--- src/rtl/adcs_regs.vh ---
`ifndef ADCS_REGS_VH
`define ADCS_REGS_VH

// converter shape
`define ADCS_NUM_CH        17
`define ADCS_CH_W          5
`define ADCS_CODE_W        12
`define ADCS_NUM_WIN       6

// limit block-access commands and their byte counts
`define ADCS_CMD_ALL_LIM   8'h40
`define ADCS_CMD_LOW_LIM   8'h46
`define ADCS_LEN_ALL_LIM   24
`define ADCS_LEN_LOW_LIM   12
`define ADCS_LAST_BYTE     5'h17
`define ADCS_NUM_LIM       12

// limit reset values
`define ADCS_UPPER_RST     12'hfff
`define ADCS_LOWER_RST     12'h000

// internal oscillator timing
`define ADCS_CLK_NS        20
`define ADCS_T_TRACK_NS    2000
`define ADCS_T_BIT_NS      200
// sized to the 16-bit timer parameters: 2000 ns and 200 ns of 20 ns clock
`define ADCS_TRACK_CYC     16'h0064
`define ADCS_BIT_CYC       16'h000a

// sequencer states
`define ADCS_S_IDLE        2'h0
`define ADCS_S_SCAN        2'h1
`define ADCS_S_CONV        2'h2

// converter states
`define ADCS_C_IDLE        2'h0
`define ADCS_C_TRACK       2'h1
`define ADCS_C_HOLD        2'h2

`endif

--- src/rtl/adcs_sar.v ---
`timescale 1ns/1ns
`include "adcs_regs.vh"
module adcs_sar #(
   parameter [15:0] TRACK_CYC = `ADCS_TRACK_CYC,
   parameter [15:0] BIT_CYC   = `ADCS_BIT_CYC
) (
   // clock and reset
   input  wire                    mclk,
   input  wire                    reset_n,
   // request
   input  wire                    start,
   input  wire [`ADCS_CH_W-1:0]   start_ch,
   // analog front end
   input  wire                    comp_hi,
   output reg  [`ADCS_CH_W-1:0]   mux_sel_q,
   output reg                     mux_closed_q,
   output reg  [`ADCS_CODE_W-1:0] trial_q,
   // answer
   output reg                     done_q,
   output reg  [`ADCS_CODE_W-1:0] result_q
);

   reg  [1:0]              state_q;
   reg  [15:0]             cnt_q;
   reg  [`ADCS_CODE_W-1:0] code_q;
   reg  [`ADCS_CODE_W-1:0] mask_q;
   reg                     comp_s1_q;
   reg                     comp_s2_q;
   wire [`ADCS_CODE_W-1:0] code_d;

   // comparator high means input at or above the trial level
   assign code_d = comp_s2_q ? trial_q : code_q;

   always @(posedge mclk) begin
      if (!reset_n) begin
         comp_s1_q    <= 1'b0;
         comp_s2_q    <= 1'b0;
         state_q      <= `ADCS_C_IDLE;
         cnt_q        <= 16'h0000;
         code_q       <= 12'h000;
         mask_q       <= 12'h000;
         trial_q      <= 12'h000;
         mux_sel_q    <= 5'h00;
         mux_closed_q <= 1'b0;
         done_q       <= 1'b0;
         result_q     <= 12'h000;
      end else begin
         comp_s1_q <= comp_hi;
         comp_s2_q <= comp_s1_q;
         done_q    <= 1'b0;
         case (state_q)
            `ADCS_C_IDLE: begin
               if (start) begin
                  mux_sel_q    <= start_ch;
                  mux_closed_q <= 1'b1;
                  cnt_q        <= 16'h0000;
                  state_q      <= `ADCS_C_TRACK;
               end
            end
            // track time from oscillator
            `ADCS_C_TRACK: begin
               if (cnt_q == TRACK_CYC - 16'h0001) begin
                  // all switches open in hold
                  mux_closed_q <= 1'b0;
                  cnt_q        <= 16'h0000;
                  code_q       <= 12'h000;
                  mask_q       <= 12'h800;
                  trial_q      <= 12'h800;
                  state_q      <= `ADCS_C_HOLD;
               end else begin
                  cnt_q <= cnt_q + 16'h0001;
               end
            end
            // binary search gives floor code
            `ADCS_C_HOLD: begin
               // bit time covers the two-stage comparator sync
               if (cnt_q == BIT_CYC - 16'h0001) begin
                  cnt_q  <= 16'h0000;
                  code_q <= code_d;
                  mask_q <= mask_q >> 1;
                  if (mask_q[0]) begin
                     result_q <= code_d;
                     done_q   <= 1'b1;
                     state_q  <= `ADCS_C_IDLE;
                  end else begin
                     trial_q <= code_d | (mask_q >> 1);
                  end
               end else begin
                  cnt_q <= cnt_q + 16'h0001;
               end
            end
            default: begin
               state_q <= `ADCS_C_IDLE;
            end
         endcase
      end
   end

endmodule

--- src/rtl/adcs_sequencer.v ---
// Function
// command 0x40 moves 24 bytes covering all upper and lower limits.
// command 0x46 moves 12 bytes covering only the lower limits.
// multiplexer chooses among 16 external inputs plus temperature.
// each result lands in its own channel's result register, readable.
// track and hold durations are timed by the internal oscillator.
// window compare on six channels drives external interrupt outputs.
// in hold all switches open; code then stored per channel.
// code is floor of 4096 times input over reference, 12 bits.
// per-channel enable bits in three registers; enabling starts nothing.
// idle until a run starts; only enabled channels are converted.
// any single-shot trigger write starts a pass when continuous is 0; the code ignores a trigger while busy.
// single-shot pass ends in idle without another pass.
// continuous run uses the same per-channel sequence as single-shot.
// continuous passes repeat until continuous-run is cleared.
// reference comes from external pin or internal generator.
// channels 1-3 and 9-11 compared against upper and lower limits.
// two active-low interrupts: channels 1-3 and channels 9-11.
// ascending channel order, disabled channels skipped with no time.
// empty enable set finishes a pass at once; continuous keeps checking.
`timescale 1ns/1ns
`include "adcs_regs.vh"
module adcs_sequencer #(
   parameter [15:0] TRACK_CYC = `ADCS_TRACK_CYC,
   parameter [15:0] BIT_CYC   = `ADCS_BIT_CYC
) (
   // clock and reset
   input  wire                    mclk,
   input  wire                    reset_n,
   // channel enables
   input  wire [7:0]              channel_enable_reg_a,
   input  wire [7:0]              channel_enable_reg_b,
   input  wire                    channel_enable_reg_c,
   // run control
   input  wire                    single_shot_trigger,
   input  wire                    continuous_run,
   input  wire                    ref_select_internal,
   // status
   output reg                     busy_q,
   output reg                     seq_done_q,
   output reg                     any_oob_q,
   output reg  [`ADCS_NUM_WIN-1:0] oob_flags_q,
   // analog front end
   input  wire                    comp_hi,
   output wire [`ADCS_CH_W-1:0]   mux_sel_q,
   output wire                    mux_closed_q,
   output wire [`ADCS_CODE_W-1:0] trial_q,
   output reg                     ref_internal_en_q,
   // result read
   input  wire [`ADCS_CH_W-1:0]   result_sel,
   output reg  [`ADCS_CODE_W-1:0] channel_result_reg_q,
   // limit block access
   input  wire                    blk_start,
   input  wire [7:0]              blk_cmd,
   input  wire                    blk_byte_valid,
   input  wire                    blk_write,
   input  wire [7:0]              blk_wr_byte,
   output reg  [7:0]              blk_rd_byte_q,
   output reg                     blk_active_q,
   output reg                     blk_error_q,
   // interrupt pins, open drain
   output reg                     irq_low_group_o_q,
   output reg                     irq_low_group_oe_n_q,
   output reg                     irq_high_group_o_q,
   output reg                     irq_high_group_oe_n_q
);

   reg  [1:0]              state_q;
   reg  [`ADCS_CH_W-1:0]   ptr_q;
   reg  [`ADCS_CH_W-1:0]   ch_q;
   reg                     sar_start_q;
   reg  [`ADCS_CODE_W-1:0] res_q [0:`ADCS_NUM_CH-1];
   reg  [`ADCS_CODE_W-1:0] lim_q [0:`ADCS_NUM_LIM-1];
   reg  [4:0]              bp_q;
   reg  [`ADCS_CH_W-1:0]   nxt;
   reg                     found;
   reg  [3:0]              lim_idx;
   reg                     lim_hi;
   reg  [7:0]              lim_byte;
   wire [`ADCS_NUM_CH-1:0] en_all;
   wire                    sar_done;
   wire [`ADCS_CODE_W-1:0] sar_result;
   wire [`ADCS_NUM_WIN-1:0] oob;
   wire [`ADCS_NUM_WIN*`ADCS_CODE_W-1:0] upper_flat;
   wire [`ADCS_NUM_WIN*`ADCS_CODE_W-1:0] lower_flat;
   integer i;
   integer j;
   integer k;

   // enable bits from three registers
   assign en_all = {channel_enable_reg_c, channel_enable_reg_b,
                    channel_enable_reg_a};

   // lowest enabled channel at or above pointer
   always @* begin
      nxt   = 5'h00;
      found = 1'b0;
      for (j = `ADCS_NUM_CH - 1; j >= 0; j = j - 1) begin
         if (en_all[j] && (j[4:0] >= ptr_q)) begin
            nxt   = j[4:0];
            found = 1'b1;
         end
      end
   end

   // sequencer
   always @(posedge mclk) begin
      if (!reset_n) begin
         state_q     <= `ADCS_S_IDLE;
         ptr_q       <= 5'h00;
         ch_q        <= 5'h00;
         sar_start_q <= 1'b0;
         seq_done_q  <= 1'b0;
         busy_q      <= 1'b0;
      end else begin
         sar_start_q <= 1'b0;
         seq_done_q  <= 1'b0;
         case (state_q)
            // idle until a run is requested
            `ADCS_S_IDLE: begin
               busy_q <= 1'b0;
               // trigger or continuous_run starts a pass from idle
               if (continuous_run || single_shot_trigger) begin
                  ptr_q   <= 5'h00;
                  busy_q  <= 1'b1;
                  state_q <= `ADCS_S_SCAN;
               end
            end
            `ADCS_S_SCAN: begin
               if (found) begin
                  // any of the 17 mux inputs
                  ch_q        <= nxt;
                  sar_start_q <= 1'b1;
                  state_q     <= `ADCS_S_CONV;
               end else begin
                  // empty set ends the pass at once
                  seq_done_q <= 1'b1;
                  ptr_q      <= 5'h00;
                  // continuous starts a new pass
                  if (continuous_run) begin
                     state_q <= `ADCS_S_SCAN;
                  end else begin
                     // single-shot returns to idle
                     busy_q  <= 1'b0;
                     state_q <= `ADCS_S_IDLE;
                  end
               end
            end
            // same per-channel steps in both modes
            `ADCS_S_CONV: begin
               if (sar_done) begin
                  ptr_q   <= ch_q + 5'h01;
                  state_q <= `ADCS_S_SCAN;
               end
            end
            default: begin
               state_q <= `ADCS_S_IDLE;
            end
         endcase
      end
   end

   adcs_sar #(
      .TRACK_CYC    (TRACK_CYC),
      .BIT_CYC      (BIT_CYC)
   ) u_sar (
      .mclk         (mclk),
      .reset_n      (reset_n),
      .start        (sar_start_q),
      .start_ch     (ch_q),
      .comp_hi      (comp_hi),
      .mux_sel_q    (mux_sel_q),
      .mux_closed_q (mux_closed_q),
      .trial_q      (trial_q),
      .done_q       (sar_done),
      .result_q     (sar_result)
   );

   // results per channel, read port
   always @(posedge mclk) begin
      if (!reset_n) begin
         for (i = 0; i < `ADCS_NUM_CH; i = i + 1) begin
            res_q[i] <= 12'h000;
         end
         channel_result_reg_q <= 12'h000;
      end else begin
         // code stored after hold
         if (sar_done) begin
            res_q[ch_q] <= sar_result;
         end
         if (result_sel < 5'h11) begin
            channel_result_reg_q <= res_q[result_sel];
         end else begin
            channel_result_reg_q <= 12'h000;
         end
      end
   end

   // reference source select
   always @(posedge mclk) begin
      if (!reset_n) begin
         ref_internal_en_q <= 1'b0;
      end else begin
         ref_internal_en_q <= ref_select_internal;
      end
   end

   // limit image: entries 0-5 upper, 6-11 lower, each high byte first
   always @* begin
      lim_idx  = bp_q[4:1];
      lim_hi   = ~bp_q[0];
      lim_byte = lim_hi ? {4'h0, lim_q[lim_idx][11:8]}
                        : lim_q[lim_idx][7:0];
   end

   // limit block access
   always @(posedge mclk) begin
      if (!reset_n) begin
         for (k = 0; k < `ADCS_NUM_LIM; k = k + 1) begin
            if (k < `ADCS_NUM_WIN) begin
               lim_q[k] <= `ADCS_UPPER_RST;
            end else begin
               lim_q[k] <= `ADCS_LOWER_RST;
            end
         end
         bp_q          <= 5'h00;
         blk_active_q  <= 1'b0;
         blk_error_q   <= 1'b0;
         blk_rd_byte_q <= 8'h00;
      end else begin
         blk_error_q <= 1'b0;
         if (blk_start) begin
            // all limits, 24 bytes
            if (blk_cmd == `ADCS_CMD_ALL_LIM) begin
               bp_q         <= 5'h00;
               blk_active_q <= 1'b1;
            // lower limits, last 12 bytes
            end else if (blk_cmd == `ADCS_CMD_LOW_LIM) begin
               bp_q         <= 5'h0c;
               blk_active_q <= 1'b1;
            end else begin
               blk_active_q <= 1'b0;
               blk_error_q  <= 1'b1;
            end
         end else if (blk_active_q && blk_byte_valid) begin
            if (blk_write) begin
               if (lim_hi) begin
                  lim_q[lim_idx][11:8] <= blk_wr_byte[3:0];
               end else begin
                  lim_q[lim_idx][7:0] <= blk_wr_byte;
               end
            end else begin
               blk_rd_byte_q <= lim_byte;
            end
            // transfer ends after the last limit byte
            if (bp_q == `ADCS_LAST_BYTE) begin
               blk_active_q <= 1'b0;
            end else begin
               bp_q <= bp_q + 5'h01;
            end
         end
      end
   end

   genvar g;
   generate
      for (g = 0; g < `ADCS_NUM_WIN; g = g + 1) begin : lim
         assign upper_flat[g*12 +: 12] = lim_q[g];
         assign lower_flat[g*12 +: 12] = lim_q[g + `ADCS_NUM_WIN];
      end
   endgenerate

   // window compare on six channels
   adcs_window u_win (
      .mclk       (mclk),
      .reset_n    (reset_n),
      .wr_valid   (sar_done),
      .wr_ch      (ch_q),
      .wr_code    (sar_result),
      .upper_flat (upper_flat),
      .lower_flat (lower_flat),
      .oob        (oob)
   );

   // active-low group interrupts, pulled low only
   always @(posedge mclk) begin
      if (!reset_n) begin
         oob_flags_q           <= 6'h00;
         any_oob_q             <= 1'b0;
         irq_low_group_o_q     <= 1'b0;
         irq_low_group_oe_n_q  <= 1'b1;
         irq_high_group_o_q    <= 1'b0;
         irq_high_group_oe_n_q <= 1'b1;
      end else begin
         oob_flags_q           <= oob;
         any_oob_q             <= |oob;
         irq_low_group_o_q     <= 1'b0;
         irq_low_group_oe_n_q  <= ~(|oob[2:0]);
         irq_high_group_o_q    <= 1'b0;
         irq_high_group_oe_n_q <= ~(|oob[5:3]);
      end
   end

endmodule

--- src/rtl/adcs_window.v ---
`timescale 1ns/1ns
`include "adcs_regs.vh"
module adcs_window (
   // clock and reset
   input  wire                                   mclk,
   input  wire                                   reset_n,
   // stored result
   input  wire                                   wr_valid,
   input  wire [`ADCS_CH_W-1:0]                  wr_ch,
   input  wire [`ADCS_CODE_W-1:0]                wr_code,
   // limits
   input  wire [`ADCS_NUM_WIN*`ADCS_CODE_W-1:0]  upper_flat,
   input  wire [`ADCS_NUM_WIN*`ADCS_CODE_W-1:0]  lower_flat,
   // flags
   output wire [`ADCS_NUM_WIN-1:0]               oob
);

   genvar g;
   generate
      for (g = 0; g < `ADCS_NUM_WIN; g = g + 1) begin : win
         // channels 1-3 sit at 0-2, channels 9-11 at 8-10
         localparam integer CH = (g < 3) ? g : g + 5;
         wire [11:0] up = upper_flat[g*12 +: 12];
         wire [11:0] lo = lower_flat[g*12 +: 12];
         reg         oob_q;
         assign oob[g] = oob_q;
         // always-on window compare
         always @(posedge mclk) begin
            if (!reset_n) begin
               oob_q <= 1'b0;
            end else if (wr_valid && wr_ch == CH[4:0]) begin
               oob_q <= (wr_code > up) || (wr_code < lo);
            end
         end
      end
   endgenerate

endmodule

--- config.mk ---
export PLATFORM = sky130hd
export DESIGN_NAME = adcs_sequencer
export DESIGN_NICKNAME = d
export VERILOG_FILES = /design/src/rtl/adcs_sar.v /design/src/rtl/adcs_sequencer.v /design/src/rtl/adcs_window.v
export VERILOG_INCLUDE_DIRS = /design/src /design/src/rtl
export SDC_FILE = /design/constraint.sdc
export NUM_CORES = 1
export LEC_CHECK = 0
export ABC_AREA = 0
export CORE_UTILIZATION = 64
export CTS_CLUSTER_SIZE = 16
export DETAILED_ROUTE_END_ITERATION = 12
export DONT_BUFFER_PORTS = 1
export GPL_TIMING_DRIVEN = 1
export MAX_ROUTING_LAYER = met4
export PLACE_DENSITY = 0.82
export SLEW_MARGIN = 20
export SYNTH_ARGS = -nofsm -noshare
export SYNTH_HDL_FRONTEND = slang
export SYNTH_SLANG_ARGS = --single-unit
--- constraint.sdc ---
create_clock -name mclk -period 3.28 [get_ports mclk]
set_clock_uncertainty 0.1 [all_clocks]
set_input_delay 0.328 -clock mclk [delete_from_list [all_inputs] [get_ports mclk]]
set_output_delay 0.328 -clock mclk [all_outputs]
set_load 0.005 [all_outputs]
==> flow_summary.ini, run 1 <==
[finish]
fill_cells = 3289
final_common_cell = edfxtp_1
final_cell_mix = edfxtp_1 (576), and2_1 (232), mux4_2 (157)
fin_nets = 2787
n_antenna_cell = 0
final_cells = 3340
utilization = 0.7197
register_area_um2 = 20050
drive_above_1_share = 0.1599
multi_input_area_um2 = 12790
area_delta_synth_final_pct = 10.85

[critical_path]
rrSetupSlack_ps = 370
cp-end-kind = flop
cp-start-kind = flop
worst-path-max-fanout = 8
cp.arrival_ps = 3370
required_ps = 3740
critical_path_class = reg2reg

[cts]
htree_num_levels = 3
cts_buffers = 73
clock_path_buffers = 3
clockRootBuffer = clkbuf_16
clk_latency_ps = 630
postCtsSetupRepairBufs = 0
cts_tree = yes
clkTransAtPathRegs_ps = 60
cts_sinks = 713

[power]
vdd_drop_max_mv = 0.4574
power_leakage_nw = 14.34
power_mw = 19.47
power.switching_mw = 4.240
power_frac_clock = 0.437
intPower_mw = 15.23
p_comb_frac = 0.048
power_frac_seq = 0.515
swShare = 0.2178
powerDensity_nw_per_um2 = 513.8

[detailed_routing]
drc = 0
detail-route-antenna-nets = 0
dr.pass1.iters = 5
drt-total-wl_um = 87340
vias_per_cell = 6.620
drt_iter0_markers = 2396
wl_per_cell_um = 26.15
route.vias.total = 22112

[place]
port_buffers = 0
dp.cells = 3171
dp_hpwl_um = 55500
gp_congestion = 0.9477

[sta]
fin_crit_sh = 0.8861
period_minus_slack_ps = 2906
drv_slew = 0
worst_pin_slew_ps = 1008
rsz0062_at_grt = false
finalSetupViolCount = 0
tns_ps = 0
finalHoldViolations = 0
fmaxAchievable_mhz = 344.1
holdWs_ps = 18.60
slew_headroom = 0.3210

[global_route]
antenna_found_initial = 0
grt_pass1_vias = 21933
track_usage = 0.3396
grt_overflow = 0
grt_max_degree = 105
grt_pass1_wl_um = 131300

[run]
cap_violations = 0

[min_path]
hold_class = in2reg

[yosys]
syn-instance-count = 2558
synth_top_family_by_area = simple AND/OR/NAND/NOR gates
synth_area_um2 = 34180
yosys.cell_types.count = 71
synth-edff-count = 576
synthMuxAreaShare = 0.1190
synth_ff_type = edfxtp_1
syn_area_per_cell_um2 = 13.36
synthArstFlopShare = 0
synth_compound_area_frac = 0.07071
yosysSeqAreaShare = 0.5862
synth-xor-area-share = 0.005124
yosys.area_share.simple = 0.1246
ys_warn_count = 0
synth-adder-area-share = 0.05454
synth-seq-cells = 713

[floorplan]
die-width_um = 233.1
ios = 101
floorplan.rows = 84
initial_core_util = 0.6492
die_area_um2 = 54340
core_area_um2 = 52660
die_h_um = 233.1

[status]
status = complete, no violations
==> stage by stage <==
step                      instance area (µm²)  setup slack, ps
after floorplan                         34190            678.0
after global placement                  35030            589.7
after detailed placement                35030            518.6
after CTS                               37890            509.3
after global routing                    37890            301.4
final                                   37890            373.7
==> synth_stat cells (all sizes together), types with 12 or more instances <==
cell	instances	area, µm²
edfxtp	576	17300
and2	232	1451
mux4	161	3641
inv	153	574.3
ha	149	1864
nor2	148	558.0
dfxtp	137	2743
clkbuf	121	454.2
nand2	109	409.1
o21ai	84	420.4
a21oi	75	375.4
or3	75	469.2
and3	51	319.1
buf	50	330.3
nand3	36	180.2
a21o	35	262.8
nor2b	35	219.0
a211oi	34	255.2
nor3	26	135.1
nand4	25	156.4
mux2	21	236.5
mux2i	19	190.2
a31oi	17	112.6
o21a	16	120.1
nand2b	15	93.84
o211ai	13	97.59
o22ai	13	81.33
xor2	12	105.1
==> power by group through the flow <==
stage | sequential [mW] | clock, mW | combinational (mW)
2_1_floorplan | 10.2 | 0 | 0.690
3_3_place_gp | 10.2 | 0 | 0.770
3_5_place_dp | 10.2 | 0 | 0.797
6_report | 10.0 | 8.52 | 0.935
4_1_cts | 10.0 | 8.58 | 0.925
5_1_grt | 10.0 | 8.95 | 0.993
==> registers in the layout, summed over array words and instances, names as in the netlist, 2 cells and up, named ones only <==
register,flops
channel_result_reg_q,12
ptr_q,5
u_sar.trial_q,12
blk_rd_byte_q,8
u_sar.result_q,12
u_win.win.oob_q,6
u_sar.state_q,2
u_sar.mask_q,12
res_q,384
u_sar.code_q,12
u_sar.mux_sel_q,5
lim_q,192
ch_q,5
oob_flags_q,6
u_sar.cnt_q,16
bp_q,5
state_q,2
==> final timing paths <==
check,to,from,cells past startpoint
setup / recovery,u_win.win[2].oob_q,u_sar.result_q[2],7
hold / removal,channel_result_reg_q[6],result_sel[2],3
hold reg to reg,u_sar.comp_s2_q,u_sar.comp_s1_q,1
setup reg to reg,u_win.win[2].oob_q,u_sar.result_q[2],7
==> worst max-delay path, stage by stage (launching register included) <==
cell and delay, ps:
dfxtp_2 460, ha_1 290, a21o_1 180, a31oi_1 150, o21ai_0 180, a2111oi_0 780, o21ai_0 450, a31oi_1 250
==> routing by layer <==
metal | share of wire | global-route usage
met4 | 0.056 | 0.1732
met3 | 0.080 | 0.05164
met1 | 0.37 | 0.4180
met2 | 0.49 | 0.5490
met5 | 0 | -
==> cell families (layout without fill, tap and decap cells) <==
logic type,Yosys count,after routing
flops,713,713
mux,201,201
other cells,1,2
xor+xnor,20,20
buf+inv,324,417
simple gates,785,785
compound gates,365,365
fa+ha+maj,149,149
==> repair_timing <==
action,4_1_cts,5_1_grt
endpoints found under the hold margin,363,0
hold buffers,33,0
resized for setup,0,0
==> layout make-up <==
type | instances | share of cell area
Clock buffer | 92 | 0.05177
Clock inverter | 44 | 0.01357
Inverter | 153 | 0.01516
Multi-Input combinational cell | 1522 | 0.3375
Sequential cell | 713 | 0.5292
Tap cell | 688 | 0.02272
Timing Repair Buffer | 128 | 0.03005
(Power assumes the default switching activity.)
==> inputs of run 2 (changes only) <==
- RECOVER_POWER: not set -> 25
==> flow_summary.ini, run 2 (synthesis results as in run 1) <==
[status]
status = finished, violations left
violations = max-capacitance violations, max-slew violations

[critical_path]
cp-end-kind = flop
worst-path-max-fanout = 8
rrSetupSlack_ps = 240
required_ps = 3750
critical_path_class = reg2reg
cp.arrival_ps = 3500
cp-start-kind = flop

[global_route]
grt_max_degree = 105
track_usage = 0.3396
grt_overflow = 0
antenna_found_initial = 0
grt_pass1_wl_um = 131300
grt_pass1_vias = 21933

[cts]
clkTransAtPathRegs_ps = 60
postCtsSetupRepairBufs = 0
cts_sinks = 713
cts_buffers = 73
cts_tree = yes
clk_latency_ps = 640
cts.repair.resized = 0
clock_path_buffers = 3
clockRootBuffer = clkbuf_16
cts_hold_buf = 33
htree_num_levels = 3

[detailed_routing]
drt_iter0_markers = 2628
wl_per_cell_um = 26.20
detail-route-antenna-nets = 0
route.vias.total = 22069
dr.pass1.iters = 6
drc = 0
drt-total-wl_um = 87500
vias_per_cell = 6.607

[finish]
top_regs = res_q: 384 flops, lim_q: 192 flops, u_sar.cnt_q: 16 flops
n_antenna_cell = 0
fin_nets = 2787
drive_above_1_share = 0.1501
final_cells = 3340
design_area_um2 = 37770
utilization = 0.7174
top_register = res_q
largest_reg_flops = 384
final_common_cell = edfxtp_1
area_delta_synth_final_pct = 10.50
final_cell_mix = edfxtp_1 (576), and2_1 (225), mux4_2 (157)

[run]
cap_violations = 5

[place]
dp.cells = 3171
place_area_um2 = 35030
dp_hpwl_um = 55500
gp_congestion = 0.9477
port_buffers = 0

[sta]
slew_headroom = -0.2400
finalSetupViolCount = 0
tns_ps = 0
finalHoldViolations = 0
period_minus_slack_ps = 3038
rsz0062_at_grt = false
fin_crit_sh = 0.9262
fmaxAchievable_mhz = 329.2
worst_pin_slew_ps = 1860
drv_slew = 158

[power]
vdd_drop_max_mv = 0.4595
powerDensity_nw_per_um2 = 515.4
power_leakage_nw = 14.25

[floorplan]
die_h_um = 233.1
initial_core_util = 0.6492
core_area_um2 = 52660
die-width_um = 233.1
ios = 101
floorplan.rows = 84
die_area_um2 = 54340

[min_path]
hold_class = in2reg
## run 2: cell count changes in the layout (fill, tap and decap cells not counted), sizes merged
cell,change
buf,-15
clkbuf,+15
## run 2: critical path, cell delays in order (launching register included)
cell and delay (ps):
dfxtp_1 570, ha_1 330, a21o_1 180, a31oi_1 150, o21ai_0 180, a2111oi_0 770, o21ai_0 450, a31oi_1 250
## run 2: final timing paths
| path | from | end | depth (start not counted) |
|---|---|---|---|
| max | u_sar.result_q[2] | u_win.win[2].oob_q | 7 |
| min | result_sel[2] | channel_result_reg_q[6] | 3 |
| max reg2reg | u_sar.result_q[2] | u_win.win[2].oob_q | 7 |
| min reg2reg | u_sar.comp_s1_q | u_sar.comp_s2_q | 1 |
## run 2: cell type report
| cell class | count | area [µm²] |
|---|---|---|
| Inverter | 153 | 574.3 |
| Fill cell | 3316 | 14880 |
| Tap cell | 688 | 860.8 |
| Timing Repair Buffer | 128 | 1032 |
| Clock inverter | 44 | 514.2 |
| Clock buffer | 92 | 1962 |
| Sequential cell | 713 | 20040 |
| Multi-Input combinational cell | 1522 | 12790 |
## run 2: through the flow
step	setup slack [ps]	hold WS (ps)	total power, mW
after floorplan	678.0	311.9	10.84
after global placement	589.7	322.8	10.97
after detailed placement	518.6	319.2	11.00
after CTS	509.3	0.5663	19.52
after global routing	247.5	15.64	19.96
final	242.2	19.70	19.47
## run 2: layer usage
metal  GRT usage  part of all wire
met1      0.4180              0.37
met2      0.5490              0.49
met3     0.05164             0.080
met4      0.1732             0.059
met5           -                 0
## run 2: report_power, final
group | switching [mW] | internal, mW | leakage, nW | total (mW)
registers | 0.131 | 9.89 | 6.53 | 10.0
logic | 0.530 | 0.394 | 6.53 | 0.924
clock network | 3.59 | 4.94 | 1.20 | 8.53
